===== config.mk =====
export PLATFORM = sky130hd
export DESIGN_NAME = srp_host_flat
export DESIGN_NICKNAME = d
export VERILOG_FILES = /design/src/srp_pkg.sv /design/src/srp_if.sv /design/src/srp_host.sv /design/src/flat_wrapper.sv
export VERILOG_INCLUDE_DIRS = /design/src
export SDC_FILE = /design/constraint.sdc
export NUM_CORES = 1
export LEC_CHECK = 0
export BUFFER_PORTS_ARGS = -buffer_cell sky130_fd_sc_hd__buf_2
export CORE_ASPECT_RATIO = 0.5
export CORE_UTILIZATION = 60
export DETAILED_ROUTE_END_ITERATION = 8
export MAX_ROUTING_LAYER = met4
export PLACE_DENSITY = 0.91
export SETUP_SLACK_MARGIN = 0.1
export SKIP_CTS_REPAIR_TIMING = 1
export SLEW_MARGIN = 40
export SYNTH_ARGS = -nofsm -noshare
export SYNTH_HDL_FRONTEND = slang
export SYNTH_SLANG_ARGS = --single-unit

===== constraint.sdc =====
create_clock -name hclk -period 6.3 [get_ports hclk]
set_input_delay 1.26 -clock hclk [delete_from_list [all_inputs] [get_ports hclk]]
set_output_delay 1.26 -clock hclk [all_outputs]
set_load 0.05 [all_outputs]

===== src/srp_defs.svh =====
// serial register port constants: instruction layout, register map, timing
// assumes inclusion by the package and both ends; definitions only
//
// Behaviour
// - serial frames read and write every register
// - config bit selects 3-pin or 4-pin mode
// - 3-pin mode shares one data line both ways
// - 4-pin mode reads out on separate output
// - input bits captured on rising serial clock
// - host holds enable low two to five bytes
// - first byte instruction, then data bytes
// - bit7 direction, bits6:5 count, bits4:0 address
// - direction one reads, zero writes
// - byte count field is length minus one
// - all bytes shifted most significant bit first
// - address decrements once per data byte
// - 3-pin read leaves output line undriven
// - output low after last read bit until enable
// - host writes zero to spare register
// - bit7 of register 0x05 selects 4-pin
// - status select codes override read data output in 4-pin mode
`ifndef SRP_DEFS_SVH
`define SRP_DEFS_SVH

`define SRP_INSTR_DIR_BIT 7
`define SRP_INSTR_CNT_HI 6
`define SRP_INSTR_CNT_LO 5
`define SRP_INSTR_ADDR_HI 4
`define SRP_NUM_REGS 32
`define SRP_REG_RESET 8'h00

`define SRP_INTERFACE_CONFIG_ADDR 5'h05
`define SRP_FOUR_WIRE_BIT 7
`define SRP_STATUS_OUTPUT_CONFIG_ADDR 5'h0e
`define SRP_SEL_HI 7
`define SRP_SEL_LO 5
`define SRP_SPARE_CONFIG_ADDR 5'h0f

`define SRP_SEL_FIXED_LOW 3'h1
`define SRP_SEL_STATUS_A 3'h2
`define SRP_SEL_STATUS_B 3'h3
`define SRP_SEL_STATUS_C 3'h4
`define SRP_SEL_SELF_TEST 3'h5

// host-side command registers on the ahb bus (byte addresses)
`define SRP_HREG_CMD 8'h00
`define SRP_HREG_WDATA 8'h04
`define SRP_HREG_RDATA 8'h08
`define SRP_HREG_STATUS 8'h0c
`define SRP_HREG_MODE 8'h10
`define SRP_LINK_DIV 8'h08

`endif


===== src/srp_pkg.sv =====
// serial register port shared types
// assumes srp_defs.svh is on the include path
`include "srp_defs.svh"
package srp_pkg;
   typedef enum logic [3:0] {
      SRP_S_INSTR = 4'b0001,
      SRP_S_DATA = 4'b0010,
      SRP_S_TAIL = 4'b0100,
      SRP_S_DONE = 4'b1000
   } srp_dev_state_t;
   typedef enum logic [3:0] {
      SRP_H_IDLE = 4'b0001,
      SRP_H_SETUP = 4'b0010,
      SRP_H_SHIFT = 4'b0100,
      SRP_H_END = 4'b1000
   } srp_host_state_t;
endpackage


===== src/srp_if.sv =====
// serial link between host controller and register port device
// assumes the bench resolves the shared data wire from the enables
interface srp_if;
   logic sclk;
   logic serial_enable_n;
   logic sdio_host_o;
   logic sdio_host_oe;
   logic sdio_dev_o;
   logic sdio_dev_oe;
   logic serial_data_out_o;
   logic serial_data_out_oe;
   logic sdio_i;
   logic serial_data_out_i;
   modport dev(
      input sclk,
      input serial_enable_n,
      input sdio_i,
      output sdio_dev_o,
      output sdio_dev_oe,
      output serial_data_out_o,
      output serial_data_out_oe
   );
   modport host(
      output sclk,
      output serial_enable_n,
      output sdio_host_o,
      output sdio_host_oe,
      input sdio_i,
      input serial_data_out_i
   );
endinterface


===== src/srp_host.sv =====
// host end: ahb-lite slave commands serial frames on the link
// assumes one ahb master, single word transfers
//
// Implementation choice: the AHB-Lite interface to the registers.
`include "srp_defs.svh"
module srp_host (
   input wire logic hclk,
   input wire logic hresetn,
   input wire logic hsel,
   input wire logic [31:0] haddr,
   input wire logic [1:0] htrans,
   input wire logic hwrite,
   input wire logic [2:0] hsize,
   input wire logic [31:0] hwdata,
   input wire logic hready,
   output logic [31:0] hrdata,
   output logic hreadyout,
   output logic hresp,
   srp_if.host lnk
);
   ////////////////////////////////////////////////////////////////////////
   logic wr_pend_ff;
   logic [7:0] addr_ph_ff;
   logic [7:0] cmd_ff;
   logic [31:0] wdata_ff;
   logic [31:0] rdata_ff;
   logic four_wire_ff;
   logic start_ff;
   logic busy_ff;
   logic [31:0] nxt_hrdata;
   srp_pkg::srp_host_state_t state_ff;
   logic [2:0] div_ff;
   logic sclk_ff;
   logic sen_n_ff;
   logic sdo_ff;
   logic sdo_oe_ff;
   logic [39:0] shift_ff;
   logic [5:0] bits_left_ff;
   logic [5:0] bits_total;
   logic [5:0] read_start;
   logic [1:0] sync1_ff;
   logic [1:0] sync2_ff;
   logic rx_bit;
   logic go;

   assign hresp = 1'b0;
   assign hreadyout = 1'b1;
   assign go = hsel && htrans[1] && hready;
   // length from byte count field: instruction plus count+1 bytes
   assign bits_total = 6'd8 + {1'b0, cmd_ff[6:5], 3'b000} + 6'd8;
   assign read_start = bits_total - 6'd8;

   ////////////////////////////////////////////////////////////////////////
   always_ff @(posedge hclk or negedge hresetn) begin
      if (!hresetn) begin
         wr_pend_ff <= 1'b0;
         addr_ph_ff <= 8'h00;
      end else begin
         wr_pend_ff <= go && hwrite;
         if (go) addr_ph_ff <= haddr[7:0];
      end
   end

   always_ff @(posedge hclk or negedge hresetn) begin
      if (!hresetn) begin
         cmd_ff <= 8'h00;
         wdata_ff <= 32'h0000_0000;
         four_wire_ff <= 1'b0;
         start_ff <= 1'b0;
      end else begin
         start_ff <= wr_pend_ff && addr_ph_ff == `SRP_HREG_CMD && !busy_ff;
         if (wr_pend_ff) begin
            unique case (addr_ph_ff)
               `SRP_HREG_CMD: if (!busy_ff) cmd_ff <= hwdata[7:0];
               `SRP_HREG_WDATA: wdata_ff <= hwdata;
               `SRP_HREG_MODE: four_wire_ff <= hwdata[0];
               default: ;
            endcase
         end
      end
   end

   always_comb begin
      nxt_hrdata = 32'h0000_0000;
      unique case (haddr[7:0])
         `SRP_HREG_CMD: nxt_hrdata = {24'h00_0000, cmd_ff};
         `SRP_HREG_WDATA: nxt_hrdata = wdata_ff;
         `SRP_HREG_RDATA: nxt_hrdata = rdata_ff;
         `SRP_HREG_STATUS: nxt_hrdata = {31'h0000_0000, busy_ff};
         `SRP_HREG_MODE: nxt_hrdata = {31'h0000_0000, four_wire_ff};
         default: nxt_hrdata = 32'h0000_0000;
      endcase
   end
   always_ff @(posedge hclk or negedge hresetn) begin
      if (!hresetn) hrdata <= 32'h0000_0000;
      else if (go && !hwrite) hrdata <= nxt_hrdata;
   end

   ////////////////////////////////////////////////////////////////////////
   // returned data is sampled on our own falling sclk, so sync it first
   always_ff @(posedge hclk or negedge hresetn) begin
      if (!hresetn) begin
         sync1_ff <= 2'b00;
         sync2_ff <= 2'b00;
      end else begin
         sync1_ff <= {lnk.serial_data_out_i, lnk.sdio_i};
         sync2_ff <= sync1_ff;
      end
   end
   assign rx_bit = four_wire_ff ? sync2_ff[1] : sync2_ff[0];

   ////////////////////////////////////////////////////////////////////////
   // link clock is divided from hclk; data changes on falling sclk
   always_ff @(posedge hclk or negedge hresetn) begin
      if (!hresetn) begin
         state_ff <= srp_pkg::SRP_H_IDLE;
         div_ff <= 3'h0;
         sclk_ff <= 1'b0;
         sen_n_ff <= 1'b1;
         sdo_ff <= 1'b0;
         sdo_oe_ff <= 1'b0;
         shift_ff <= 40'h00_0000_0000;
         bits_left_ff <= 6'h00;
         rdata_ff <= 32'h0000_0000;
         busy_ff <= 1'b0;
      end else begin
         div_ff <= div_ff + 3'h1;
         unique case (state_ff)
            srp_pkg::SRP_H_IDLE: begin
               sclk_ff <= 1'b0;
               if (start_ff) begin
                  busy_ff <= 1'b1;
                  // msb first; data bytes follow in decreasing address order
                  shift_ff <= {cmd_ff, wdata_ff};
                  bits_left_ff <= bits_total;
                  sen_n_ff <= 1'b0;
                  div_ff <= 3'h0;
                  state_ff <= srp_pkg::SRP_H_SETUP;
               end
            end
            srp_pkg::SRP_H_SETUP: begin
               sdo_ff <= shift_ff[39];
               sdo_oe_ff <= 1'b1;
               shift_ff <= {shift_ff[38:0], 1'b0};
               state_ff <= srp_pkg::SRP_H_SHIFT;
            end
            srp_pkg::SRP_H_SHIFT: begin
               if (div_ff == 3'h3) begin
                  sclk_ff <= 1'b1;
                  // sample at falling edge; sync lag fits half period
               end else if (div_ff == 3'h7) begin
                  sclk_ff <= 1'b0;
                  if (cmd_ff[7] && bits_left_ff <= read_start) begin
                     rdata_ff <= {rdata_ff[30:0], rx_bit};
                  end
                  bits_left_ff <= bits_left_ff - 6'h01;
                  if (bits_left_ff == 6'h01) begin
                     state_ff <= srp_pkg::SRP_H_END;
                  end else begin
                     sdo_ff <= shift_ff[39];
                     shift_ff <= {shift_ff[38:0], 1'b0};
                     // release shared line for read data in 3-pin mode
                     sdo_oe_ff <= !(cmd_ff[7] && bits_left_ff <= read_start + 6'h01 && !four_wire_ff);
                  end
               end
            end
            srp_pkg::SRP_H_END: begin
               sen_n_ff <= 1'b1;
               sdo_oe_ff <= 1'b0;
               busy_ff <= 1'b0;
               state_ff <= srp_pkg::SRP_H_IDLE;
            end
         endcase
      end
   end

   assign lnk.sclk = sclk_ff;
   assign lnk.serial_enable_n = sen_n_ff;
   assign lnk.sdio_host_o = sdo_ff;
   assign lnk.sdio_host_oe = sdo_oe_ff;
endmodule


===== src/flat_wrapper.sv =====
// flat-port wrapper written by rule: the top's interface ports become plain ports
module srp_host_flat 
  (hclk, hresetn, hsel, haddr, htrans, hwrite, hsize, hwdata, hready, hrdata, hreadyout, hresp, lnk_sclk, lnk_serial_enable_n, lnk_sdio_host_o, lnk_sdio_host_oe, lnk_sdio_i, lnk_serial_data_out_i);
  srp_if lnk_i ();
  input wire logic hclk;
  input wire logic hresetn;
  input wire logic hsel;
  input wire logic [31:0] haddr;
  input wire logic [1:0] htrans;
  input wire logic hwrite;
  input wire logic [2:0] hsize;
  input wire logic [31:0] hwdata;
  input wire logic hready;
  output logic [31:0] hrdata;
  output logic hreadyout;
  output logic hresp;
  output wire logic [$bits(lnk_i.sclk)-1:0] lnk_sclk;
  output wire logic [$bits(lnk_i.serial_enable_n)-1:0] lnk_serial_enable_n;
  output wire logic [$bits(lnk_i.sdio_host_o)-1:0] lnk_sdio_host_o;
  output wire logic [$bits(lnk_i.sdio_host_oe)-1:0] lnk_sdio_host_oe;
  input wire logic [$bits(lnk_i.sdio_i)-1:0] lnk_sdio_i;
  input wire logic [$bits(lnk_i.serial_data_out_i)-1:0] lnk_serial_data_out_i;
  assign lnk_sclk = lnk_i.sclk;
  assign lnk_serial_enable_n = lnk_i.serial_enable_n;
  assign lnk_sdio_host_o = lnk_i.sdio_host_o;
  assign lnk_sdio_host_oe = lnk_i.sdio_host_oe;
  assign lnk_i.sdio_i = lnk_sdio_i;
  assign lnk_i.serial_data_out_i = lnk_serial_data_out_i;
  srp_host u_core (.hclk(hclk), .hresetn(hresetn), .hsel(hsel), .haddr(haddr), .htrans(htrans), .hwrite(hwrite), .hsize(hsize), .hwdata(hwdata), .hready(hready), .hrdata(hrdata), .hreadyout(hreadyout), .hresp(hresp), .lnk(lnk_i));
endmodule

# ---- Word-level counts from Yosys, hierarchy flattened
# Cells that the tools add are included.
dict set report totals {
  regBits 177
  input_bits 76
  out_inout_bits 38
  elab_cells 112
}
dict set report op_classes {
  n_addsub 6
  order_cmp 2
  eq_ne 19
  muxes 33
  n_bitwise 2
  reduce_logical 31
}
# cell count
set ops {}
lappend ops {{$mux 40} 4}
lappend ops {{$pmux 32 s5} 1}
lappend ops {{$pmux 40 s3} 1}
lappend ops {{$reduce_and 4->1} 5}
lappend ops {{$mux 6} 3}
lappend ops {{$eq 8x3->1 const B} 2}
lappend ops {{$eq 8x4->1 const B} 2}
lappend ops {{$eq 8x5->1 const B} 2}
lappend ops {{$logic_not 8->1} 2}
lappend ops {{$mux 4} 4}
lappend ops {{$pmux 4 s4} 1}
lappend ops {{$le 6x6->1} 2}
lappend ops {{$pmux 6 s2} 1}
lappend ops {{$mux 1} 11}
lappend ops {{$logic_and 1x1->1} 9}
lappend ops {{$pmux 1 s2} 4}
lappend ops {{$reduce_and 2->1} 4}
lappend ops {{$add 4x5->6 const A} 1}
lappend ops {{$add 6x1->6 const B} 1}
lappend ops {{$add 6x4->6 const B} 1}
lappend ops {{$eq 6x1->1 const B} 1}
lappend ops {{$mux 3} 2}
lappend ops {{$ne 2x1->1 const B} 3}
lappend ops {{$reduce_bool 2->1} 3}
lappend ops {{17 further kinds} 23}

# ---- Depth between registers and ports, before layout
# Gate-level depths: netlist (run 1).
dict set report logic_depth {
  depth_word 12
  depth_mapped 8
}

# ---- Worst setup path after synthesis (run 1)
# Ideal clock, no wire load.
dict set report synth_path {
  path_type {input -> register}
  startpoint {in haddr[5]}
  endpoint {reg u_core.hrdata[10]}
  setup_time_ns 0.096
  t_arrival_ns 2.621
  t_required_ns 6.204
  slack_ns 3.583
  stages 5
  path_buffers 2
  path_cell_list {or4_1 > or3_1 > clkbuf_1 > clkbuf_1 > o31ai_1}
}
dict set report synth_between {
  elab_chain_len 2
  elab_cells_between_ends 6
  cone_classes {eq/ne: 4; mux: 1; reduce/logical: 1}
}
# element line
set synth_rtl {}
lappend synth_rtl {{from (decl)} flat_wrapper.sv:8} ;# input wire logic [31:0] haddr;
lappend synth_rtl {{$eq 8x5->1, or another cell as far along} srp_host.sv:85} ;# unique case (haddr[7:0])
lappend synth_rtl {{$pmux 32 s5 (*)} srp_host.sv:85}
lappend synth_rtl {{to (signal assigned)} srp_host.sv:96} ;# else if (go && !hwrite) hrdata <= nxt_hrdata;
lappend synth_rtl {{to (decl)} srp_host.sv:16} ;# output logic [31:0] hrdata,
# Mark *: on every way between the ends. The rest lies on a longest branch, timed or not.
# A chain may end at the register's enable or synchronous reset.

# ---- Worst setup path after layout (run 1)
dict set report layout_path {
  startpoint {in haddr[5]}
  endpoint {reg u_core.hrdata[13]}
}
# The elaborated chain is that of the path after synthesis.

==> reports/qor.csv, run 1 <==
stage,metric,value,unit
timing,finalSetupTns,0,ns
drt,dr.pass1.iters,5,
final_layout,final_nets,767,
drt,drc,0,
worst_hold_path,worstHoldEndpoint,u_core.sync2_ff[1],
worst_hold_path,worstHoldPathCells,0,
critical_path,r2r_start,u_core.cmd_ff[5],
final_layout,fin_cells,865,
grt,grt_pass1_vias,5612,
yosys,yosysWarnings,0,
yosys,synth_flop_cell,dfrtp_1,
floorplan,fp.dieH,83.3,um
clocking,cts.sinks,177,
critical_path,slowest_delay,0.76,ns
grt,grt_pass1_wl,27.5,mm
critical_path,r2r_slack,3.61,ns
timing,report.final.setup_viol,0,
timing,fin_crit_sh,45.0,%
placement,placed_cells,833,
timing,fmax,353,MHz
final_layout,register_area,4430,um^2
timing,finalClockSkew,0.0118,ns
clocking,cts_inserted_buffers,17,
timing,finalHoldViolations,0,
yosys,avgSynthCellArea,12.9,um^2
drt,vias_per_cell,6.07,
final_layout,final_common_cell,dfrtp_1,
yosys,synth.distinct_cells,53,
worst_hold_path,hold_path.class,reg -> reg,
yosys,ys_ff_latch,177,
clocking,clock_latency,0.43,ns
critical_path,crit_required,6.61,ns
critical_path,cp_max_fo,31,
clocking,cts_tree,yes,
clocking,cts.path.max_buffers,2,
power_and_ir_drop,powerDensity,269,nW/um^2
clocking,cts.reportedPaths.clkPinSlew,0.06,ns
drt,ant_nets,0,
critical_path,r2r_end,u_core.rdata_ff[22],
grt,grt_overflow_total,0,
grt,track_usage,26.9,%
floorplan,start_util,62.1,%
critical_path,crit_chain,buf_2 > or4_1 > or3_2 > o31ai_1,
floorplan,rows,29,
clocking,cts.htree.levels,4,
drt,drt-total-wl,16.6,mm
floorplan,io_pins,114,
final_layout,n_fill_cell,783,
power_and_ir_drop,leakage,4.40,nW
job,cap_violations,0,
critical_path,crit_type,in -> reg,
yosys,synth_edf_count,0,
timing,maxSlewViolCount,0,
final_layout,multi_input_area,3300,um^2
final_layout,layout_common_cells,"dfrtp_1, mux2_2, buf_2",
critical_path,startpoint_type,input port,
drt,num_vias,5254,
timing,hold_ws,0.348,ns
power_and_ir_drop,p_total,0.00246,W
yosys,async_flop_share,100,%
placement,hpwl,10.3,mm
critical_path,crit_buf_inv,1,
clocking,clockRootBuffer,clkbuf_16,
final_layout,drive_gt1_share,37.3,%
timing,rsz0062_at_grt,no,
drt,drt_iter0_markers,304,
timing,slew_headroom,53.5,%
timing,min_period,2.83,ns
floorplan,core_area,12800,um^2
outcome,status,completed,
floorplan,die-area,13700,um^2
yosys,ys_seq_area_share,55.9,%
drt,routedWlPerCell,19.2,um
final_layout,diodes,0,
power_and_ir_drop,worst_ir_drop_vdd,0.236,mV
grt,grt_max_degree,72,
critical_path,cpMaxStageDelayCell,or3_2,
placement,io_buffers,83,
worst_hold_path,hold_path.startpoint,u_core.sync1_ff[1],
floorplan,die_w,165,um
grt,antenna_found_initial,0,
yosys,synth.cell_area,7930,um^2
timing,tightest_slew,0.687,ns
critical_path,critPathCaptureType,flop,
critical_path,critPathArrivalTime,3.14,ns
yosys,synth_cells,613,
yosys,synth_fp_nets,698,
critical_path,cp_top_family,simple AND/OR/NAND/NOR gates,
critical_path,worst_r2r_path_depth,9,
placement,place.gp.congestion,0.793,
final_layout,area_growth,15.1,%
## Yosys cell counts (all sizes together), types with 9 or more instances
library cell	instances	area share, %
a21oi	16	1.0
a22oi	25	2.4
buf	15	1.2
clkbuf	27	1.3
dfrtp	175	55
ha	9	1.4
inv	12	0.57
mux2	162	23
nand2	45	2.1
nor2	17	0.80
o21ai	11	0.74
o31ai	31	2.9
## area by class of cell
| type | count | share of cell area, % |
|---|---|---|
| clock buffer | 22 | 5.08 |
| sequential | 177 | 48.5 |
| tap | 170 | 2.33 |
| clock inverter | 10 | 1.73 |
| timing repair buffer | 92 | 5.74 |
| multi-input combinational | 382 | 36.1 |
| inverter | 12 | 0.493 |
## per-layer routing
layer | part of all wire, % | wire [um] | vias up | GRT usage [%]
li1 | - | - | 2364 | -
met1 | 43 | 7150 | 2695 | 32.0
met2 | 50 | 8380 | 159 | 44.3
met3 | 4.6 | 766 | 36 | 6.49
met4 | 2.0 | 335 | 0 | 10.3
met5 | 0 | 0 | - | -
## flip-flops by register name, indices dropped and copies added, names as in the netlist, 2 cells and up
register / cells
u_core.addr_ph_ff: 8
u_core.bits_left_ff: 6
u_core.cmd_ff: 8
u_core.div_ff: 3
u_core.hrdata: 32
u_core.rdata_ff: 32
u_core.shift_ff: 40
u_core.state_ff: 4
u_core.sync1_ff: 2
u_core.sync2_ff: 2
u_core.wdata_ff: 32
## how the worst max path moves through the flow
stage	slack [ns]	from	endpoint	cells after the start
floorplan	3.58	haddr[5]	u_core.hrdata[10]	5
global placement	3.09	haddr[5]	u_core.hrdata[5]	4
detailed placement	3.18	haddr[5]	u_core.hrdata[11]	4
CTS	3.50	haddr[5]	u_core.hrdata[13]	4
global route	3.43	haddr[5]	u_core.hrdata[4]	4
finish	3.47	haddr[5]	u_core.hrdata[13]	4
## where the power goes
part	switching, W	internal [W]
sequential	0.0000313	0.00117
combinational	0.0000775	0.0000585
clock	0.000435	0.000683
## through the flow
step	util (%)	area, um^2	setup WS (ns)
6_report	71.5	9130	3.47
5_1_grt	71.5	9130	3.43
4_1_cts	71.5	9130	3.50
3_5_place_dp	66.6	8510	3.18
3_3_place_gp	66.0	8430	3.09
2_1_floorplan	-	7930	3.58
## logic make-up (layout without fill, tap and decap cells)
| logic type | after synthesis | after routing | synth area share [%] |
|---|---|---|---|
| buffers and inverters | 54 | 136 | 3.00 |
| XOR/XNOR | 3 | 3 | 0.331 |
| adder cells (fa/ha/maj) | 9 | 9 | 1.42 |
| AND/OR/NAND/NOR | 97 | 97 | 6.15 |
| multiplexers | 171 | 171 | 24.3 |
| other | 2 | 2 | 0.0947 |
| AO/OA/AOI/OAI | 100 | 100 | 8.82 |
| flip-flops | 177 | 177 | 55.9 |
No activity file was read; power rests on OpenSTA's default activity.
==> run 2: changes to the inputs <==
- CORE_UTILIZATION: 60 -> 52
- PLACE_DENSITY: 0.91 -> 0.84
- clock period: 6.3 -> 2.6 ns (I/O delays scaled with it)
==> run 2 against run 1 <==
Against the previous run: cell area up 1.1%; global-route usage down 3.8 points; wire length down 0.31%; sequential share of layout area down 0.55 points; final cell count up 3.8%; critical path type is now reg -> reg; largest cell class unchanged; largest power group unchanged.
==> reports/qor.csv, run 2 (synthesis gave the netlist of run 1 again) <==
stage,metric,value,unit,change
critical_path,critPathArrivalTime,2.68,ns,-0.46 ns
critical_path,crit_type,reg -> reg,,
power_and_ir_drop,powerDensity,653,nW/um^2,+140%
floorplan,rows,31,,+6.9%
floorplan,io_pins,114,,unchanged
power_and_ir_drop,leakage,4.43,nW,+0.68%
drt,routedWlPerCell,18.5,um,-4.0%
floorplan,die-area,15800,um^2,+15%
final_layout,final_common_cell,dfrtp_1,,
timing,min_period,2.38,ns,
clocking,cts.path.max_buffers,2,,unchanged
timing,finalHoldViolations,0,,unchanged
placement,dp_slack,0.303,ns,-2.88 ns
timing,fin_crit_sh,91.6,%,
drt,drc,0,,unchanged
timing,fmax,420,MHz,
clocking,cts_inserted_buffers,17,,unchanged
drt,num_vias,5178,,-1.4%
timing,tightest_slew,0.574,ns,-0.113 ns
final_layout,largest_register_ffs,40,,unchanged
grt,grt_pass1_wl,27.0,mm,-1.8%
grt,track_usage,23.1,%,-3.8 points
critical_path,crit_chain,ha_1 > inv_1 > ha_1 > and4b_1 > nand2_1 > a21oi_4 > buf_12 > mux2_2,,
floorplan,fp.dieH,89.3,um,+7.2%
floorplan,start_util,54.1,%,-8.0 points
timing,report.final.setup_viol,0,,unchanged
timing,slew_headroom,61.7,%,+8.2 points
final_layout,layout_common_cells,"dfrtp_1, mux2_2, buf_2",,
power_and_ir_drop,worst_ir_drop_vdd,0.517,mV,+120%
placement,place.gp.congestion,0.834,,+5.2%
worst_hold_path,hold_path.class,in -> reg,,
clocking,cts_tree,yes,,
critical_path,crit_top_cell,ha_1,,
grt,grt_overflow_total,0,,unchanged
clocking,cts.reportedPaths.clkPinSlew,0.06,ns,about the same
drt,drt-total-wl,16.6,mm,-0.31%
floorplan,core_area,14700,um^2,+15%
floorplan,die_w,177,um,+7.3%
final_layout,drive_gt1_share,37.6,%,+0.36 points
drt,vias_per_cell,5.77,,-5.1%
grt,antenna_found_initial,1,,+1
placement,io_buffers,83,,unchanged
critical_path,cpMaxStageDelayCell,dfrtp_1,,
job,cap_violations,0,,unchanged
placement,hpwl,10.4,mm,+0.77%
final_layout,area_growth,16.5,%,
clocking,cts.sinks,177,,unchanged
timing,finalSetupTns,0,ns,unchanged
final_layout,final_nets,773,,+0.78%
critical_path,slowest_delay,0.43,ns,-0.33 ns
timing,finalClockSkew,0.00724,ns,-0.00454 ns
outcome,status,completed,,
final_layout,top_register,u_core.shift_ff,,
clocking,clockRootBuffer,clkbuf_16,,
critical_path,crit_required,2.90,ns,-3.71 ns
clocking,cts.htree.levels,4,,unchanged
timing,fin_ws,0.219,ns,-3.25 ns
critical_path,critPathCaptureType,flop,,
timing,rsz0062_at_grt,no,,
critical_path,startpoint_type,flop,,
drt,drt_iter0_markers,344,,+13%
drt,dr.pass1.iters,6,,+1
clocking,clock_latency,0.42,ns,about the same
drt,ant_nets,0,,unchanged
timing,maxSlewViolCount,0,,unchanged
critical_path,r2r_slack,0.22,ns,-3.39 ns
grt,grt_pass1_vias,5348,,-4.7%
critical_path,cp_max_fo,32,,+3.2%
grt,grt_max_degree,83,,+15%
run 2: area by class of cell:
type / instances / area (um^2)
Inverter: 12 / 45.0
Antenna cell: 1 / 2.50
Fill cell: 1075 / 5430
Tap cell: 198 / 248
Clock inverter: 10 / 184
Multi-Input combinational cell: 382 / 3280
Clock buffer: 20 / 457
Sequential cell: 177 / 4430
Timing Repair Buffer: 98 / 587
run 2: where the power goes:
part           switching [W]  internal [W]  total, W
sequential         0.0000731       0.00284   0.00292
clock                0.00104       0.00174   0.00278
combinational       0.000190      0.000147  0.000337
run 2: worst max-delay path: cells and delay by family, from the launching register on:
family                     cells  cell delay [ns]
DFF                            1             0.43
AOI/OAI and AO/OA              1             0.21
adders and majority gates      2             0.62
buffers and inverters          2             0.28
and+or+nand+nor                2             0.35
muxes                          1             0.36
run 2: metal layers:
metal	global-route usage (%)	vias up	routed length (um)
met1	27.7	2678	7210
li1	-	2378	-
met2	40.1	104	8640
met3	4.12	18	560
met5	-	-	0
met4	7.68	0	167
run 2: per-stage QoR:
step	utilization [%]	cell area, um^2	total power (W)	instances	hold WS, ns
4_1_cts	62.9	9220	0.00607	896	-0.0553
6_report	63.0	9240	0.00603	898	0.206
3_5_place_dp	58.5	8580	0.00329	866	0.337
3_3_place_gp	58.5	8580	0.00327	866	0.336
2_1_floorplan	-	7930	0.00312	613	0.224
5_1_grt	63.0	9240	0.00622	898	0.187
run 2: path summary, 6_finish.rpt:
| check | depth (start not counted) | to | from |
|---|---|---|---|
| max in group asynchronous | 3 | u_core.rdata_ff[12] | hresetn |
| hold / removal | 1 | u_core.sync1_ff[1] | lnk_serial_data_out_i |
| setup reg to reg | 8 | u_core.rdata_ff[19] | u_core.cmd_ff[6] |
| hold reg to reg | 0 | u_core.sync2_ff[1] | u_core.sync1_ff[1] |
| min in group asynchronous | 2 | u_core.sync2_ff[0] | hresetn |
| setup / recovery | 8 | u_core.rdata_ff[19] | u_core.cmd_ff[6] |
